<file path="src/inc/repeater_defs.svh">
`ifndef REPEATER_DEFS_SVH
`define REPEATER_DEFS_SVH
`define CLK_PERIOD_PS 5000
`define POLL_PERIOD_US 12000
`define POLL_WINDOW_MS 600
`define PD_HOLD_NS 5000
`define GST_BYPASS 2'h0
`define GST_ONE 2'h1
`define GST_TWO 2'h2
`define GST_THREE 2'h3
`define BST_0 3'h0
`define BST_1 3'h1
`define BST_2 3'h2
`define BST_3 3'h3
`define BST_5 3'h5
`define BST_7 3'h7
`define PW_NONE 2'h0
`define PW_GEN1 2'h1
`define PW_GEN2 2'h2
`define SWING_1000 2'h0
`define SWING_1200 2'h1
`define SWING_1400 2'h2
`endif

</file>
<file path="src/inc/repeater_pkg.sv">
package repeater_pkg;
  typedef enum logic [1:0] {TRI_LOW, TRI_HIGH, TRI_FLOAT} tri_t;
  typedef enum logic [2:0] {
    DE_0DB, DE_3P5, DE_6, DE_6_ENH, DE_9_ENH, DE_12_ENH, DE_RESERVED
  } deemph_t;
  typedef enum logic [1:0] {
    IDLE_PASS, IDLE_AUTO, IDLE_FORCE
  } idle_mode_t;
  typedef struct packed {
    logic [1:0] gain_stage_code;
    logic [2:0] boost_code;
  } eq_cfg_t;
  typedef struct packed {
    deemph_t level;
    logic [1:0] pulse_width;
    logic [1:0] output_swing;
  } de_cfg_t;
  typedef struct packed {
    logic pin_low;
    logic pin_high;
  } tri_pin_t;
endpackage

</file>
<file path="src/logic/repeater_lane_config_rx_detect.sv">
// Summary of operation
// RULE1 - Both eq selects floating give gain stage 00, boost 000, bypass.
// RULE2 - Eq selects both high give gain stage 01, boost 010.
// RULE3 - Gain stage 10: LL 000, FL 010, FH 101, LH 111.
// RULE4 - Eq high pin high, low pin low give gain 11, boost 001.
// RULE5 - Gain stage 11: low/float boost 011, high/float boost 101.
// RULE6 - Pulse width 400ps at gen1, 200ps at gen2; both low is 0dB.
// RULE7 - Select 01 gives -3.5dB, 10 gives -6dB, 1000mV swing.
// RULE8 - Select 11 -6dB enhanced, 0F -9dB enhanced, 1F -12dB enhanced.
// RULE9 - F0 -9dB enhanced 1200mV, F1 -12dB enhanced 1400mV, FF reserved.
// RULE10 - Floating rate pin enables automatic rate detection.
// RULE11 - In register mode software programs de-emphasis via registers.
// RULE12 - Idle control low disables idle detection; output follows input.
// RULE13 - Idle control floating squelches output below idle threshold.
// RULE14 - Idle control high forces output idle, ignoring inputs.
// RULE15 - Auto detect, request low: probe every 12 ms until found.
// RULE16 - Request high: probe for 600 ms then stop; rising edge restarts.
// RULE17 - Manual enable, request low: detector off, high-Z, outputs idle.
// RULE18 - Manual enable, request high: detector off, 50 ohm, outputs on.
// RULE19 - Power-down request forces high-Z, outputs off, power saving.
// RULE20 - Power-down request must be held at least 5 us.
// RULE21 - Falling edge of power-down request restarts auto detection.
// RULE22 - Detection needs valid load on both halves of each pair.
// RULE23 - Register mode moves rate, eq and de-emphasis to registers.
// RULE24 - Auto rate re-detected after every exit from electrical idle.
// RULE25 - Register values reset when register mode deselected.
// RULE26 - Pins resolve to low, high, float; settings apply to all lanes.
`timescale 1ns/1ps
`default_nettype none
`include "repeater_defs.svh"
module repeater_lane_config_rx_detect #(
  parameter int LANES = 4,
  parameter int POLL_CYCLES =
    (`POLL_PERIOD_US * 1000) / (`CLK_PERIOD_PS / 1000),
  parameter int POLL_COUNT = `POLL_WINDOW_MS * 1000 / `POLL_PERIOD_US
) (
  input wire logic clk_in,
  input wire logic rst_in,
  input wire repeater_pkg::tri_pin_t eq_select_low_in,
  input wire repeater_pkg::tri_pin_t eq_select_high_in,
  input wire repeater_pkg::tri_pin_t deemph_select_low_in,
  input wire repeater_pkg::tri_pin_t deemph_select_high_in,
  input wire repeater_pkg::tri_pin_t rate_in,
  input wire repeater_pkg::tri_pin_t idle_control_in,
  input wire logic register_mode_select_in,
  input wire repeater_pkg::eq_cfg_t reg_eq_in,
  input wire repeater_pkg::de_cfg_t reg_de_in,
  input wire logic reg_rate_gen2_in,
  input wire logic detected_gen2_in,
  input wire logic input_idle_in,
  input wire logic power_down_request_in,
  input wire logic manual_termination_enable_in,
  input wire logic termination_request_in,
  input wire logic [LANES-1:0] load_pos_in,
  input wire logic [LANES-1:0] load_neg_in,
  output repeater_pkg::eq_cfg_t eq_cfg_out [LANES],
  output repeater_pkg::de_cfg_t de_cfg_out [LANES],
  output logic [LANES-1:0] output_idle_out,
  output logic [LANES-1:0] output_enable_out,
  output logic [LANES-1:0] term_50_out,
  output logic idle_detect_enable_out,
  output logic probe_out,
  output logic power_save_out,
  output logic regs_reset_out
);
  localparam int PCW = $clog2(POLL_CYCLES + 1);
  localparam int NCW = $clog2(POLL_COUNT + 1);

  if (LANES < 1 || POLL_CYCLES < 2 || POLL_COUNT < 1) begin : g_bad_params
    $error("repeater: bad parameters");
  end

  function automatic repeater_pkg::tri_t resolve(
      input repeater_pkg::tri_pin_t p);
    if (p.pin_high && p.pin_low) begin
      resolve = repeater_pkg::TRI_HIGH;
    end else if (!p.pin_high && !p.pin_low) begin
      resolve = repeater_pkg::TRI_LOW;
    end else begin
      resolve = repeater_pkg::TRI_FLOAT;
    end
  endfunction

  // ==========================================================
  // Pin synchronisers
  // ==========================================================
  localparam int SW = 12 + 6;
  logic [SW-1:0] s1_r, s2_r, s1_nxt;
  always_comb begin
    s1_nxt = {eq_select_low_in, eq_select_high_in, deemph_select_low_in,
      deemph_select_high_in, rate_in, idle_control_in,
      register_mode_select_in, detected_gen2_in, input_idle_in,
      power_down_request_in, manual_termination_enable_in,
      termination_request_in};
  end
  always_ff @(posedge clk_in) begin
    s1_r <= s1_nxt;
    s2_r <= s1_r;
  end
  repeater_pkg::tri_t eql, eqh, del, deh, rate, idl;
  logic smb, gen2_det, in_idle, pdr, man, treq;
  always_comb begin
    eql = resolve(s2_r[17:16]); // RULE26
    eqh = resolve(s2_r[15:14]);
    del = resolve(s2_r[13:12]);
    deh = resolve(s2_r[11:10]);
    rate = resolve(s2_r[9:8]);
    idl = resolve(s2_r[7:6]);
    {smb, gen2_det, in_idle, pdr, man, treq} = s2_r[5:0];
  end

  // ==========================================================
  // Equalizer and de-emphasis decode
  // ==========================================================
  repeater_pkg::eq_cfg_t eq_nxt, eq_r;
  repeater_pkg::de_cfg_t de_nxt, de_r;
  logic gen2_r, gen2_nxt, idle_d_r, idle_d_nxt;
  always_comb begin
    eq_nxt = '{`GST_BYPASS, `BST_0}; // RULE1
    if (eqh == repeater_pkg::TRI_HIGH && eql == repeater_pkg::TRI_HIGH) begin
      eq_nxt = '{`GST_ONE, `BST_2}; // RULE2
    end else if (eqh == repeater_pkg::TRI_LOW &&
        eql == repeater_pkg::TRI_LOW) begin
      eq_nxt = '{`GST_TWO, `BST_0}; // RULE3
    end else if (eqh == repeater_pkg::TRI_FLOAT &&
        eql == repeater_pkg::TRI_LOW) begin
      eq_nxt = '{`GST_TWO, `BST_2}; // RULE3
    end else if (eqh == repeater_pkg::TRI_FLOAT &&
        eql == repeater_pkg::TRI_HIGH) begin
      eq_nxt = '{`GST_TWO, `BST_5}; // RULE3
    end else if (eqh == repeater_pkg::TRI_LOW &&
        eql == repeater_pkg::TRI_HIGH) begin
      eq_nxt = '{`GST_TWO, `BST_7}; // RULE3
    end else if (eqh == repeater_pkg::TRI_HIGH &&
        eql == repeater_pkg::TRI_LOW) begin
      eq_nxt = '{`GST_THREE, `BST_1}; // RULE4
    end else if (eqh == repeater_pkg::TRI_LOW &&
        eql == repeater_pkg::TRI_FLOAT) begin
      eq_nxt = '{`GST_THREE, `BST_3}; // RULE5
    end else if (eqh == repeater_pkg::TRI_HIGH &&
        eql == repeater_pkg::TRI_FLOAT) begin
      eq_nxt = '{`GST_THREE, `BST_5}; // RULE5
    end
    // Auto rate latched on each exit from idle
    gen2_nxt = gen2_r;
    if (rate == repeater_pkg::TRI_HIGH) begin
      gen2_nxt = 1'b1;
    end else if (rate == repeater_pkg::TRI_LOW) begin
      gen2_nxt = 1'b0;
    end else if (idle_d_r && !in_idle) begin
      gen2_nxt = gen2_det; // RULE10 RULE24
    end
    idle_d_nxt = in_idle;
    de_nxt.output_swing = `SWING_1000; // RULE7
    de_nxt.pulse_width = gen2_nxt ? `PW_GEN2 : `PW_GEN1; // RULE6
    de_nxt.level = repeater_pkg::DE_RESERVED;
    case ({deh, del})
      {repeater_pkg::TRI_LOW, repeater_pkg::TRI_LOW}: begin
        de_nxt.level = repeater_pkg::DE_0DB; // RULE6
        de_nxt.pulse_width = `PW_NONE;
      end
      {repeater_pkg::TRI_LOW, repeater_pkg::TRI_HIGH}: begin
        de_nxt.level = repeater_pkg::DE_3P5; // RULE7
      end
      {repeater_pkg::TRI_HIGH, repeater_pkg::TRI_LOW}: begin
        de_nxt.level = repeater_pkg::DE_6; // RULE7
      end
      {repeater_pkg::TRI_HIGH, repeater_pkg::TRI_HIGH}: begin
        de_nxt.level = repeater_pkg::DE_6_ENH; // RULE8
      end
      {repeater_pkg::TRI_LOW, repeater_pkg::TRI_FLOAT}: begin
        de_nxt.level = repeater_pkg::DE_9_ENH; // RULE8
      end
      {repeater_pkg::TRI_HIGH, repeater_pkg::TRI_FLOAT}: begin
        de_nxt.level = repeater_pkg::DE_12_ENH; // RULE8
      end
      {repeater_pkg::TRI_FLOAT, repeater_pkg::TRI_LOW}: begin
        de_nxt.level = repeater_pkg::DE_9_ENH; // RULE9
        de_nxt.output_swing = `SWING_1200;
      end
      {repeater_pkg::TRI_FLOAT, repeater_pkg::TRI_HIGH}: begin
        de_nxt.level = repeater_pkg::DE_12_ENH; // RULE9
        de_nxt.output_swing = `SWING_1400;
      end
      default: begin
        de_nxt.level = repeater_pkg::DE_RESERVED; // RULE9
      end
    endcase
    if (smb) begin
      eq_nxt = reg_eq_in; // RULE23
      de_nxt = reg_de_in; // RULE11
      de_nxt.pulse_width = reg_rate_gen2_in ? `PW_GEN2 : `PW_GEN1;
    end
  end
  always_ff @(posedge clk_in) begin
    if (rst_in) begin
      eq_r <= '{`GST_BYPASS, `BST_0};
      de_r <= '{repeater_pkg::DE_0DB, `PW_NONE, `SWING_1000};
      gen2_r <= 1'b0;
      idle_d_r <= 1'b1;
    end else begin
      eq_r <= eq_nxt;
      de_r <= de_nxt;
      gen2_r <= gen2_nxt;
      idle_d_r <= idle_d_nxt;
    end
  end

  // ==========================================================
  // Receiver detect state machine
  // ==========================================================
  typedef enum logic [1:0] {ST_WAIT, ST_PROBE, ST_FOUND, ST_STOP} det_t;
  det_t st_r, st_nxt;
  logic [PCW-1:0] tmr_r, tmr_nxt;
  logic [NCW-1:0] cnt_r, cnt_nxt;
  logic [LANES-1:0] found_r, found_nxt, valid;
  logic pdr_d_r, treq_d_r, restart;
  always_comb begin
    valid = load_pos_in & load_neg_in; // RULE22
    restart = (pdr_d_r && !pdr) || (!treq_d_r && treq); // RULE16 RULE21
    st_nxt = st_r;
    tmr_nxt = tmr_r;
    cnt_nxt = cnt_r;
    found_nxt = found_r;
    if (pdr || man || restart) begin
      st_nxt = ST_WAIT; // RULE19
      tmr_nxt = '0;
      cnt_nxt = '0;
      found_nxt = '0;
    end else begin
      case (st_r)
        ST_WAIT: begin
          tmr_nxt = tmr_r + PCW'(1);
          if (tmr_r == PCW'(POLL_CYCLES - 1)) begin
            st_nxt = ST_PROBE; // RULE15
            tmr_nxt = '0;
          end
        end
        ST_PROBE: begin
          found_nxt = valid; // RULE22
          cnt_nxt = cnt_r + NCW'(1);
          if (valid != '0) begin
            st_nxt = ST_FOUND;
          end else if (treq && cnt_r == NCW'(POLL_COUNT - 1)) begin
            st_nxt = ST_STOP; // RULE16
          end else begin
            st_nxt = ST_WAIT;
          end
        end
        ST_FOUND: begin
          st_nxt = ST_FOUND;
        end
        default: begin
          st_nxt = ST_STOP;
        end
      endcase
    end
  end
  always_ff @(posedge clk_in) begin
    if (rst_in) begin
      st_r <= ST_WAIT;
      tmr_r <= '0;
      cnt_r <= '0;
      found_r <= '0;
      pdr_d_r <= 1'b0;
      treq_d_r <= 1'b0;
    end else begin
      st_r <= st_nxt;
      tmr_r <= tmr_nxt;
      cnt_r <= cnt_nxt;
      found_r <= found_nxt;
      pdr_d_r <= pdr;
      treq_d_r <= treq;
    end
  end

  // ==========================================================
  // Lane outputs
  // ==========================================================
  logic [LANES-1:0] term_nxt, oen_nxt, oidle_nxt;
  logic probe_nxt, ps_nxt, ide_nxt, rr_nxt;
  always_comb begin
    if (pdr) begin
      term_nxt = '0; // RULE19
      oen_nxt = '0;
    end else if (man) begin
      term_nxt = {LANES{treq}}; // RULE17 RULE18
      oen_nxt = {LANES{treq}};
    end else begin
      term_nxt = found_r; // RULE15
      oen_nxt = found_r;
    end
    ide_nxt = (idl == repeater_pkg::TRI_FLOAT); // RULE12
    if (idl == repeater_pkg::TRI_HIGH) begin
      oidle_nxt = '1; // RULE14
    end else if (idl == repeater_pkg::TRI_FLOAT) begin
      oidle_nxt = {LANES{in_idle}}; // RULE13
    end else begin
      oidle_nxt = '0; // RULE12
    end
    oidle_nxt = oidle_nxt | ~oen_nxt;
    probe_nxt = !pdr && !man && st_nxt == ST_PROBE;
    ps_nxt = pdr;
    rr_nxt = !smb; // RULE25
  end
  always_ff @(posedge clk_in) begin
    if (rst_in) begin
      term_50_out <= '0;
      output_enable_out <= '0;
      output_idle_out <= '1;
      idle_detect_enable_out <= 1'b1;
      probe_out <= 1'b0;
      power_save_out <= 1'b0;
      regs_reset_out <= 1'b1;
    end else begin
      term_50_out <= term_nxt;
      output_enable_out <= oen_nxt;
      output_idle_out <= oidle_nxt;
      idle_detect_enable_out <= ide_nxt;
      probe_out <= probe_nxt;
      power_save_out <= ps_nxt;
      regs_reset_out <= rr_nxt;
    end
  end

  for (genvar i = 0; i < LANES; i++) begin : g_lane
    always_ff @(posedge clk_in) begin
      eq_cfg_out[i] <= eq_r; // RULE26
      de_cfg_out[i] <= de_r;
    end
  end
endmodule
`default_nettype wire

</file>
<file path="config.mk">
export PLATFORM = sky130hd
export DESIGN_NAME = repeater_lane_config_rx_detect
export DESIGN_NICKNAME = d
export VERILOG_FILES = /design/src/inc/repeater_pkg.sv /design/src/logic/repeater_lane_config_rx_detect.sv
export VERILOG_INCLUDE_DIRS = /design/src /design/src/inc
export SDC_FILE = /design/constraint.sdc
export NUM_CORES = 1
export LEC_CHECK = 0
export BUFFER_PORTS_ARGS = -buffer_cell sky130_fd_sc_hd__buf_2
export CAP_MARGIN = 20
export CORE_MARGIN = 5
export CORE_UTILIZATION = 50
export DETAILED_ROUTE_END_ITERATION = 16
export HOLD_SLACK_MARGIN = 0.15
export PLACE_DENSITY = 0.85
export SYNTH_ARGS = -nofsm -noshare
export SYNTH_HDL_FRONTEND = slang
export SYNTH_SLANG_ARGS = --single-unit
</file>
<file path="constraint.sdc">
create_clock -name clk_in -period 5.3 [get_ports clk_in]
set_clock_uncertainty 0.15 [all_clocks]
set_input_delay 0.795 -clock clk_in [delete_from_list [all_inputs] [get_ports clk_in]]
set_output_delay 0.795 -clock clk_in [all_outputs]
set_load 0.1 [all_outputs]
</file>
Yosys cells after proc, flatten, opt, wreduce, memory -nomap -nowiden
Index checks and enable logic that the tools add are counted.

word-level totals
  word-level logic and storage cells = 144
  output and inout bits = 64
  register bits after elaboration = 109
  input bits = 41

cells by class
  add/sub/neg operators = 2
  equality and inequality tests = 19
  reduce and logical (&&, ||, !) cells = 55
  bitwise logic cells = 3
  multiplexer cells = 40

operator list
  kind                   count
  $mux 5                 9
  $mux 2                 19
  $logic_and 1x1->1      26
  $add 22x1->22 const B  1
  $eq 22x22->1 const B   1
  $mux 22                1
  $pmux 3 s6             1
  $logic_not 1->1        17
  $mux 4                 4
  $eq 2x1->1 const B     6
  $eq 4x3->1 const B     3
  $eq 2x2->1 const B     4
  $eq 4x4->1 const B     2
  $logic_not 2->1        4
  $mux 7                 1
  $add 6x1->6 const B    1
  $eq 6x6->1 const B     1
  $pmux 2 s3             1
  $reduce_or 2->1        3
  $and 4x4->4            1
  $eq 4x1->1 const B     1
  $eq 4x2->1 const B     1
  $logic_not 4->1        1
  $not 4->4              1
  other kinds (5)        9

Logic depth before layout (Yosys ltp)
Gate-level depths: netlist (run 1).

  depth in word-level cells = 15
  gate-level depth with buffers = 7
  mapped depth without buffers = 6

Worst setup path before layout (run 1)
No wires, ideal clock.

  path kind = input port to flip-flop
  start point = input port rst_in
  end point = register tmr_r[13]
  library setup time = 70 ps
  stages = 7
  buffers on the path = 3
  path slack = 2909 ps
  data arrival time = 2171 ps
  data required time = 5080 ps
  cells stage by stage = buf_2 -> or2_2 -> clkbuf_1 -> a2111oi_0 -> o21ai_2 -> buf_6 -> a21oi_1

between the ends
  word-level cells in the longest chain between the ends = 1

ends and longest elaborated chain
  element                           RTL line                               source
  start, declared                   repeater_lane_config_rx_detect.sv:38   input wire logic rst_in,
  $reduce_or 2->1 (no source line)  --
  end signal, assigned              repeater_lane_config_rx_detect.sv:269  tmr_r <= tmr_nxt;
  end, declared                     repeater_lane_config_rx_detect.sv:214  logic [PCW-1:0] tmr_r, tmr_nxt;

Every way passes these cells.
A chain may end at the register's enable or synchronous reset.

Worst setup path in the final report (run 1)
  start point = input port rst_in
  end point = register tmr_r[16]

The elaborated chain is that of the path after synthesis.

==> results of run 1 <==
==> routing by layer <==
layer  vias to the layer above  share of wire, %
met3                         9               8.9
met1                      1333                39
met4                         0               1.2
met2                        93                50
met5                         -                 0
li1                       1491                 -
==> logic make-up after synthesis <==
kind of cell	after synthesis	synth area share, %
and+or+nand+nor	132	17.71
DFF	109	53.81
AOI/OAI and AO/OA	69	10.28
buffers and inverters	69	10.52
xor gates and xnor gates	17	3.672
adders and majority gates	13	4.011
==> state kept, by name (all words and copies together), names as in the netlist <==
register                flops
cnt_r                       6
de_cfg_out                  7
de_r                        7
eq_cfg_out                  5
eq_r                        5
found_r                     4
gen2_r                      1
idle_d_r                    1
idle_detect_enable_out      1
output_idle_out             4
power_save_out              1
probe_out                   1
regs_reset_out              1
s1_r                       18
s2_r                       18
st_r                        2
term_50_out                 4
tmr_r                      22
treq_d_r                    1
==> layout by cell type, fill, tap and decap left out, types with 3 or more instances in the layout <==
| cell type | Yosys | final |
|---|---|---|
| sky130_fd_sc_hd__dfxtp_1 | 109 | 109 |
| sky130_fd_sc_hd__o21ai_0 | 13 | 13 |
| sky130_fd_sc_hd__inv_1 | 17 | 17 |
| sky130_fd_sc_hd__a21oi_1 | 32 | 32 |
| sky130_fd_sc_hd__and3_1 | 10 | 10 |
| sky130_fd_sc_hd__or3_1 | 3 | 3 |
| sky130_fd_sc_hd__nor3_1 | 3 | 3 |
| sky130_fd_sc_hd__xor2_1 | 12 | 12 |
| sky130_fd_sc_hd__nand4_1 | 8 | 8 |
| sky130_fd_sc_hd__clkbuf_8 | 0 | 9 |
| sky130_fd_sc_hd__buf_2 | 2 | 102 |
| sky130_fd_sc_hd__bufinv_16 | 0 | 4 |
| sky130_fd_sc_hd__nand2_1 | 24 | 24 |
| sky130_fd_sc_hd__o31ai_1 | 7 | 7 |
| sky130_fd_sc_hd__nor2_1 | 37 | 37 |
| sky130_fd_sc_hd__or2_2 | 3 | 3 |
| sky130_fd_sc_hd__ha_1 | 13 | 13 |
| sky130_fd_sc_hd__xnor2_1 | 5 | 5 |
| sky130_fd_sc_hd__nor4_1 | 4 | 4 |
| sky130_fd_sc_hd__or4_1 | 6 | 6 |
| sky130_fd_sc_hd__nand2b_1 | 7 | 7 |
| sky130_fd_sc_hd__nand3_1 | 10 | 10 |
==> worst max-delay path, stage by stage <==
cell and delay (ns):
sky130_fd_sc_hd__buf_2 0.20, sky130_fd_sc_hd__or2_2 0.36, sky130_fd_sc_hd__a2111oi_0 0.62, sky130_fd_sc_hd__o21ai_2 0.41
sky130_fd_sc_hd__a21oi_1 0.24
==> power by group <==
part	total, mW	leakage (nW)	internal, mW	switching (mW)
sequential	0.866	0.900	0.851	0.0150
combinational	0.308	0.959	0.0488	0.259
clock	0.618	0.126	0.359	0.259
total	1.79	1.98	1.26	0.533
==> per-stage QoR <==
stage / utilization, % / total power, mW / hold WS (ns) / instance area [um2] / setup WS (ns)
3_3_place_gp: 55.66 / 1.189 / 0.1597 / 4345 / 2.435
4_1_cts: 58.99 / 1.808 / 0.1816 / 4606 / 2.771
6_report: 58.99 / 1.792 / 0.1821 / 4606 / 2.798
2_1_floorplan: - / 1.168 / 0.1596 / 4055 / 2.909
5_1_grt: 58.99 / 1.854 / 0.1811 / 4606 / 2.629
3_5_place_dp: 55.66 / 1.194 / 0.1621 / 4345 / 2.398
==> worst paths after layout <==
kind | from | slack (ns) | end
setup reg to reg | tmr_r[13] | 2.81 | tmr_r[9]
hold reg to reg | s1_r[5] | 0.18 | s2_r[5]
setup / recovery | rst_in | 2.80 | tmr_r[16]
hold / removal | s1_r[5] | 0.18 | s2_r[5]
==> final cells by class <==
class | count | share of cell area, %
clock buffers | 9 | 2.689
clock inverters | 6 | 2.961
inverters | 17 | 1.385
multi-input cells | 231 | 31.40
flip-flops and latches | 109 | 47.38
well taps | 102 | 2.771
repair buffers | 104 | 11.41
==> qor.yml, run 1 <==
status: "finished, final reports clean"
grt_use_total_pct: 14.44
seq_area_um2: 2182
ys_top_cells_by_count: "sky130_fd_sc_hd__dfxtp_1 (109), sky130_fd_sc_hd__buf_4 (40), sky130_fd_sc_hd__nor2_1 (37)"
holdBufCountCts: 0
final-setup-viol-count: 0
core.rowCount: 32
nNetsFinal: 526
mappedNetlistNets: 463
io_pins: 105
synthesis.area_um2: 4055
max_freq_mhz: 399.7
grt_use_met1_pct: 16.13
dieWidth_um: 100.1
post_synth_edffs: 0
cts-buffers-inserted: 9
cts-root-to-sink-buffers: 2
detailedRoute.firstIterationViolations: 94
post-dp-hpwl_um: 5486
synth_ff_type: "sky130_fd_sc_hd__dfxtp_1"
tightest_slew_ns: 0.8238
root_buffer_selected_by_cts: "sky130_fd_sc_hd__clkbuf_8"
max_cap_violations: 0
layout-area-overhead-vs-synth_pct: 13.58
grt_first_pass_wirelength_um: 11720
finalHoldViolCount: 0
busiest_layer: "met2"
timing_max_transition_violations_final: 0
max_rail_drop_vdd_mv: 0.1462
synth.most_common_cell: "sky130_fd_sc_hd__dfxtp_1"
placed_cells_incl_taps: 563
min_path_type: "reg -> reg"
syn_area_per_cell_um2: 9.915
clk-insertion-delay-late_ns: 0.36
yosys_register_bits: 109
postCtsResizedCells: 0
vias_per_cell: 5.062
initial_core_utilization_pct: 51.94
grt_pass1_vias: 2728
power_density_nw_per_um2: 389.0
async_reset_ff_share_pct: 0
synthCells: 409
power_leakage_nw: 1.985
clk_transition_reported_paths_ns: 0.09
worstSetupStartpointType: "input port"
synth_warnings: 0
detail_route.drc_violations: 0
synthTopCellsByArea: "sky130_fd_sc_hd__dfxtp_1 (54%), sky130_fd_sc_hd__buf_4 (7.4%), sky130_fd_sc_hd__ha_1 (4.0%)"
ys_types: 50
gp_congestion: 0.8380
drive_above_1_share_pct: 26.89
diodes: 0
synth_sequential_area_ratio_pct: 53.81
gr-usage-met3_pct: 4.031
remaining_global_route_overflow: 0
grt_max_degree: 22
synthDominantCellAreaShare_pct: 53.81
multiInputGateArea_um2: 1446
vias: 2926
synth_top_cell_by_area: "sky130_fd_sc_hd__dfxtp_1"
fin_setup_tns_ns: 0
cell_count_of_the_worst_hold_path: 0
coreArea_um2: 7807
tritoncts: "built"
detail_route.first_pass.iterations: 4
die_height_um: 100.1
kind_of_critical_path: "in -> reg"
grt_use_met2_pct: 26.42
fp.dieArea_um2: 10010
worst-path-max-fanout: 21
layout_worst_path_cycle_share_pct: 47.20
period_minus_slack_ns: 2.502
setup_repair_after_global_routing_missed_its_margin: "no"
nFillCells: 675
cts.sink_count: 109
grt_antenna_before_repair: 0
reg2regPathDepth: 4
wl_per_cell_um: 12.58
cp.required_ns: 5.42
timing.slew.headroom_pct: 45.07
routed_wl_um: 7272
layoutNonFillerInstCount: 578
timing.critical_path.arrival_ns: 2.63
cts_post_setup_buffers_inserted: 0
endpoint_kind: "flop"
final_antenna_net_count: 0
port-buffer-count: 102
htreeDepth: 3
Power figures use the tool's default switching activity.
==> inputs of run 2 (changes only) <==
==> constraint.sdc (replaced) <==
create_clock -name clk_in -period 2.62 [get_ports clk_in]
set_clock_uncertainty 0.15 [all_clocks]
set_input_delay 0.393 -clock clk_in [delete_from_list [all_inputs] [get_ports clk_in]]
set_output_delay 0.393 -clock clk_in [all_outputs]
set_load 0.1 [all_outputs]
==> qor.yml, run 2 (same netlist as run 1, synthesis figures left out) <==
grt_pass1_vias: 2993  # +9.7%
routed_wl_um: 7985  # +9.8%
detailedRoute.firstIterationViolations: 91  # -3.2%
final_antenna_net_count: 0  # unchanged
cts_post_setup_buffers_inserted: 0  # unchanged
max_cap_violations: 0  # unchanged
cts-buffers-inserted: 9  # unchanged
layout_commonest_cell: "sky130_fd_sc_hd__dfxtp_1"
timing.critical_path.arrival_ns: 2.36  # -0.27 ns
crit_path_max_incr_delay_ns: 0.55  # -0.07 ns
remaining_global_route_overflow: 0  # unchanged
initial_core_utilization_pct: 51.94  # unchanged
port-buffer-count: 102  # unchanged
fp.dieArea_um2: 10010  # unchanged
diodes: 0  # unchanged
endpoint_kind: "flop"
max_freq_mhz: 439.0
crit_path_cell_trace: "or4b_1, or4_4, o21ai_4, nor2_1"
tritoncts: "built"
timing.critical_path.buf_inv: 0  # -1
setup_repair_after_global_routing_missed_its_margin: "no"
layout_worst_path_cycle_share_pct: 86.94
registers.top_by_ff_count: "tmr_r"
status: "finished, final reports clean"
worstReg2RegStart: "tmr_r[17]"
root_buffer_selected_by_cts: "sky130_fd_sc_hd__clkbuf_8"
gr-usage-met3_pct: 3.475  # -0.56 points
grt_max_degree: 22  # unchanged
clk_transition_reported_paths_ns: 0.10  # about the same
min_from: "reg_de_in[6]"
worstSetupStartpointType: "flop"
busiest_layer: "met2"
cts.sink_count: 109  # unchanged
setup.worst_path.start: "tmr_r[17]"
htreeDepth: 3  # unchanged
min_path_type: "in -> reg"
tightest_slew_ns: 0.6337  # -0.1902 ns
fin_util_pct: 62.58  # +3.6 points
coreArea_um2: 7807  # unchanged
crit_path_top_delay_cell: "sky130_fd_sc_hd__or4b_1"
final-setup-viol-count: 0  # unchanged
detail_route.first_pass.iterations: 4  # unchanged
power_leakage_nw: 2.109  # +6.3%
layout-area-overhead-vs-synth_pct: 20.49
timing_max_transition_violations_final: 0  # unchanged
worst-path-max-fanout: 21  # unchanged
grt_use_total_pct: 16.46  # +2.0 points
largest_register_ff_count: 22  # unchanged
post-dp-hpwl_um: 5511  # +0.47%
mostFrequentLayoutCells: "sky130_fd_sc_hd__dfxtp_1 (109), sky130_fd_sc_hd__buf_2 (102), sky130_fd_sc_hd__nor2_1 (37)"
detail_route.drc_violations: 0  # unchanged
grt_use_met2_pct: 28.99  # +2.6 points
die_height_um: 100.1  # unchanged
vias_per_cell: 5.020  # -0.84%
finalHoldViolCount: 0  # unchanged
worst_path_dominant_cell_family: "simple AND/OR/NAND/NOR gates"
power_density_nw_per_um2: 724.0  # +86%
nNetsFinal: 557  # +5.9%
gp_congestion: 0.8230  # -1.8%
clk-insertion-delay-late_ns: 0.36  # about the same
wl_per_cell_um: 13.09  # +4.0%
period_minus_slack_ns: 2.278
kind_of_critical_path: "reg -> reg"
timing.slew.headroom_pct: 57.67  # +13 points
fin_setup_tns_ns: 0  # unchanged
max_rail_drop_vdd_mv: 0.3011  # +110%
io_pins: 105  # unchanged
drive_above_1_share_pct: 25.98  # -0.91 points
dieWidth_um: 100.1  # unchanged
nFillCells: 619  # -8.3%
grt_use_met1_pct: 18.97  # +2.8 points
reg.largest.list: "tmr_r: 22 flops, s1_r: 18 flops, s2_r: 18 flops"
grt_antenna_before_repair: 0  # unchanged
cp.required_ns: 2.70  # -2.72 ns
grt_first_pass_wirelength_um: 13360  # +14%
vias: 3062  # +4.6%
core.rowCount: 32  # unchanged
cts-root-to-sink-buffers: 2  # unchanged
==> run 2: cell count changes in the layout (fill, tap and decap cells not counted), sizes merged <==
cell         delta
clkinvlp        -1
buf             +3
bufinv          -2
dlygate4sd3    +28
inv             +2
clkinv          +2
==> run 2: stage by stage <==
stage / area, um2 / setup WS, ns / hold WS [ns] / power, mW / instances
finish: 4886 / 0.3423 / 0.1784 / 3.537 / 610
detailed placement: 4368 / 0.1429 / 0.1621 / 2.417 / 566
CTS: 4878 / 0.1335 / 0.1628 / 3.561 / 610
global placement: 4368 / 0.2055 / 0.1595 / 2.408 / 566
floorplan: 4055 / 0.6310 / 0.1596 / 2.363 / 409
global route: 4886 / 0.2126 / 0.1642 / 3.670 / 610
==> run 2: final timing paths <==
path                                  end  depth (start not counted)  slack, ns
worst min-delay path              de_r[6]                          3       0.18
worst max-delay path            tmr_r[12]                          4       0.34
worst max register to register  tmr_r[12]                          4       0.34
worst min register to register    s2_r[5]                          0       0.18
==> run 2: cell type report <==
cell class	instances	area, um2	area share, %
Tap cell	102	127.6	2.612
Sequential cell	109	2182	44.66
Multi-Input combinational cell	231	1454	29.76
Timing Repair Buffer	135	828.3	16.95
Clock inverter	7	106.4	2.177
Inverter	17	63.81	1.306
Clock buffer	9	123.9	2.535
==> run 2: layer usage <==
metal / share of wire, % / vias to the layer above
li1: - / 1542
met1: 40 / 1404
met2: 49 / 95
met3: 7.2 / 21
met4: 2.9 / 0
met5: 0 / -
==> run 2: report_power, final <==
group          internal, mW  leakage, nW  switching [mW]
clock                 0.553        0.116           0.570
sequential             1.72        0.900          0.0304
combinational         0.128         1.09           0.534
==> run 2: timing repair <==
| item | CTS | global route |
|---|---|---|
| setup endpoints to repair | 0 | 9 |
| endpoints found under the hold margin | 28 | 0 |
| hold buffers | 28 | 0 |
| gates resized for setup | 0 | 1 |
==> run 2: worst reg2reg max path: stages, from the launching register on <==
cell                      delay (ns)
sky130_fd_sc_hd__dfxtp_1        0.37
sky130_fd_sc_hd__or4b_1         0.55
sky130_fd_sc_hd__or4_4          0.52
sky130_fd_sc_hd__o21ai_4        0.46
sky130_fd_sc_hd__nor2_1         0.11
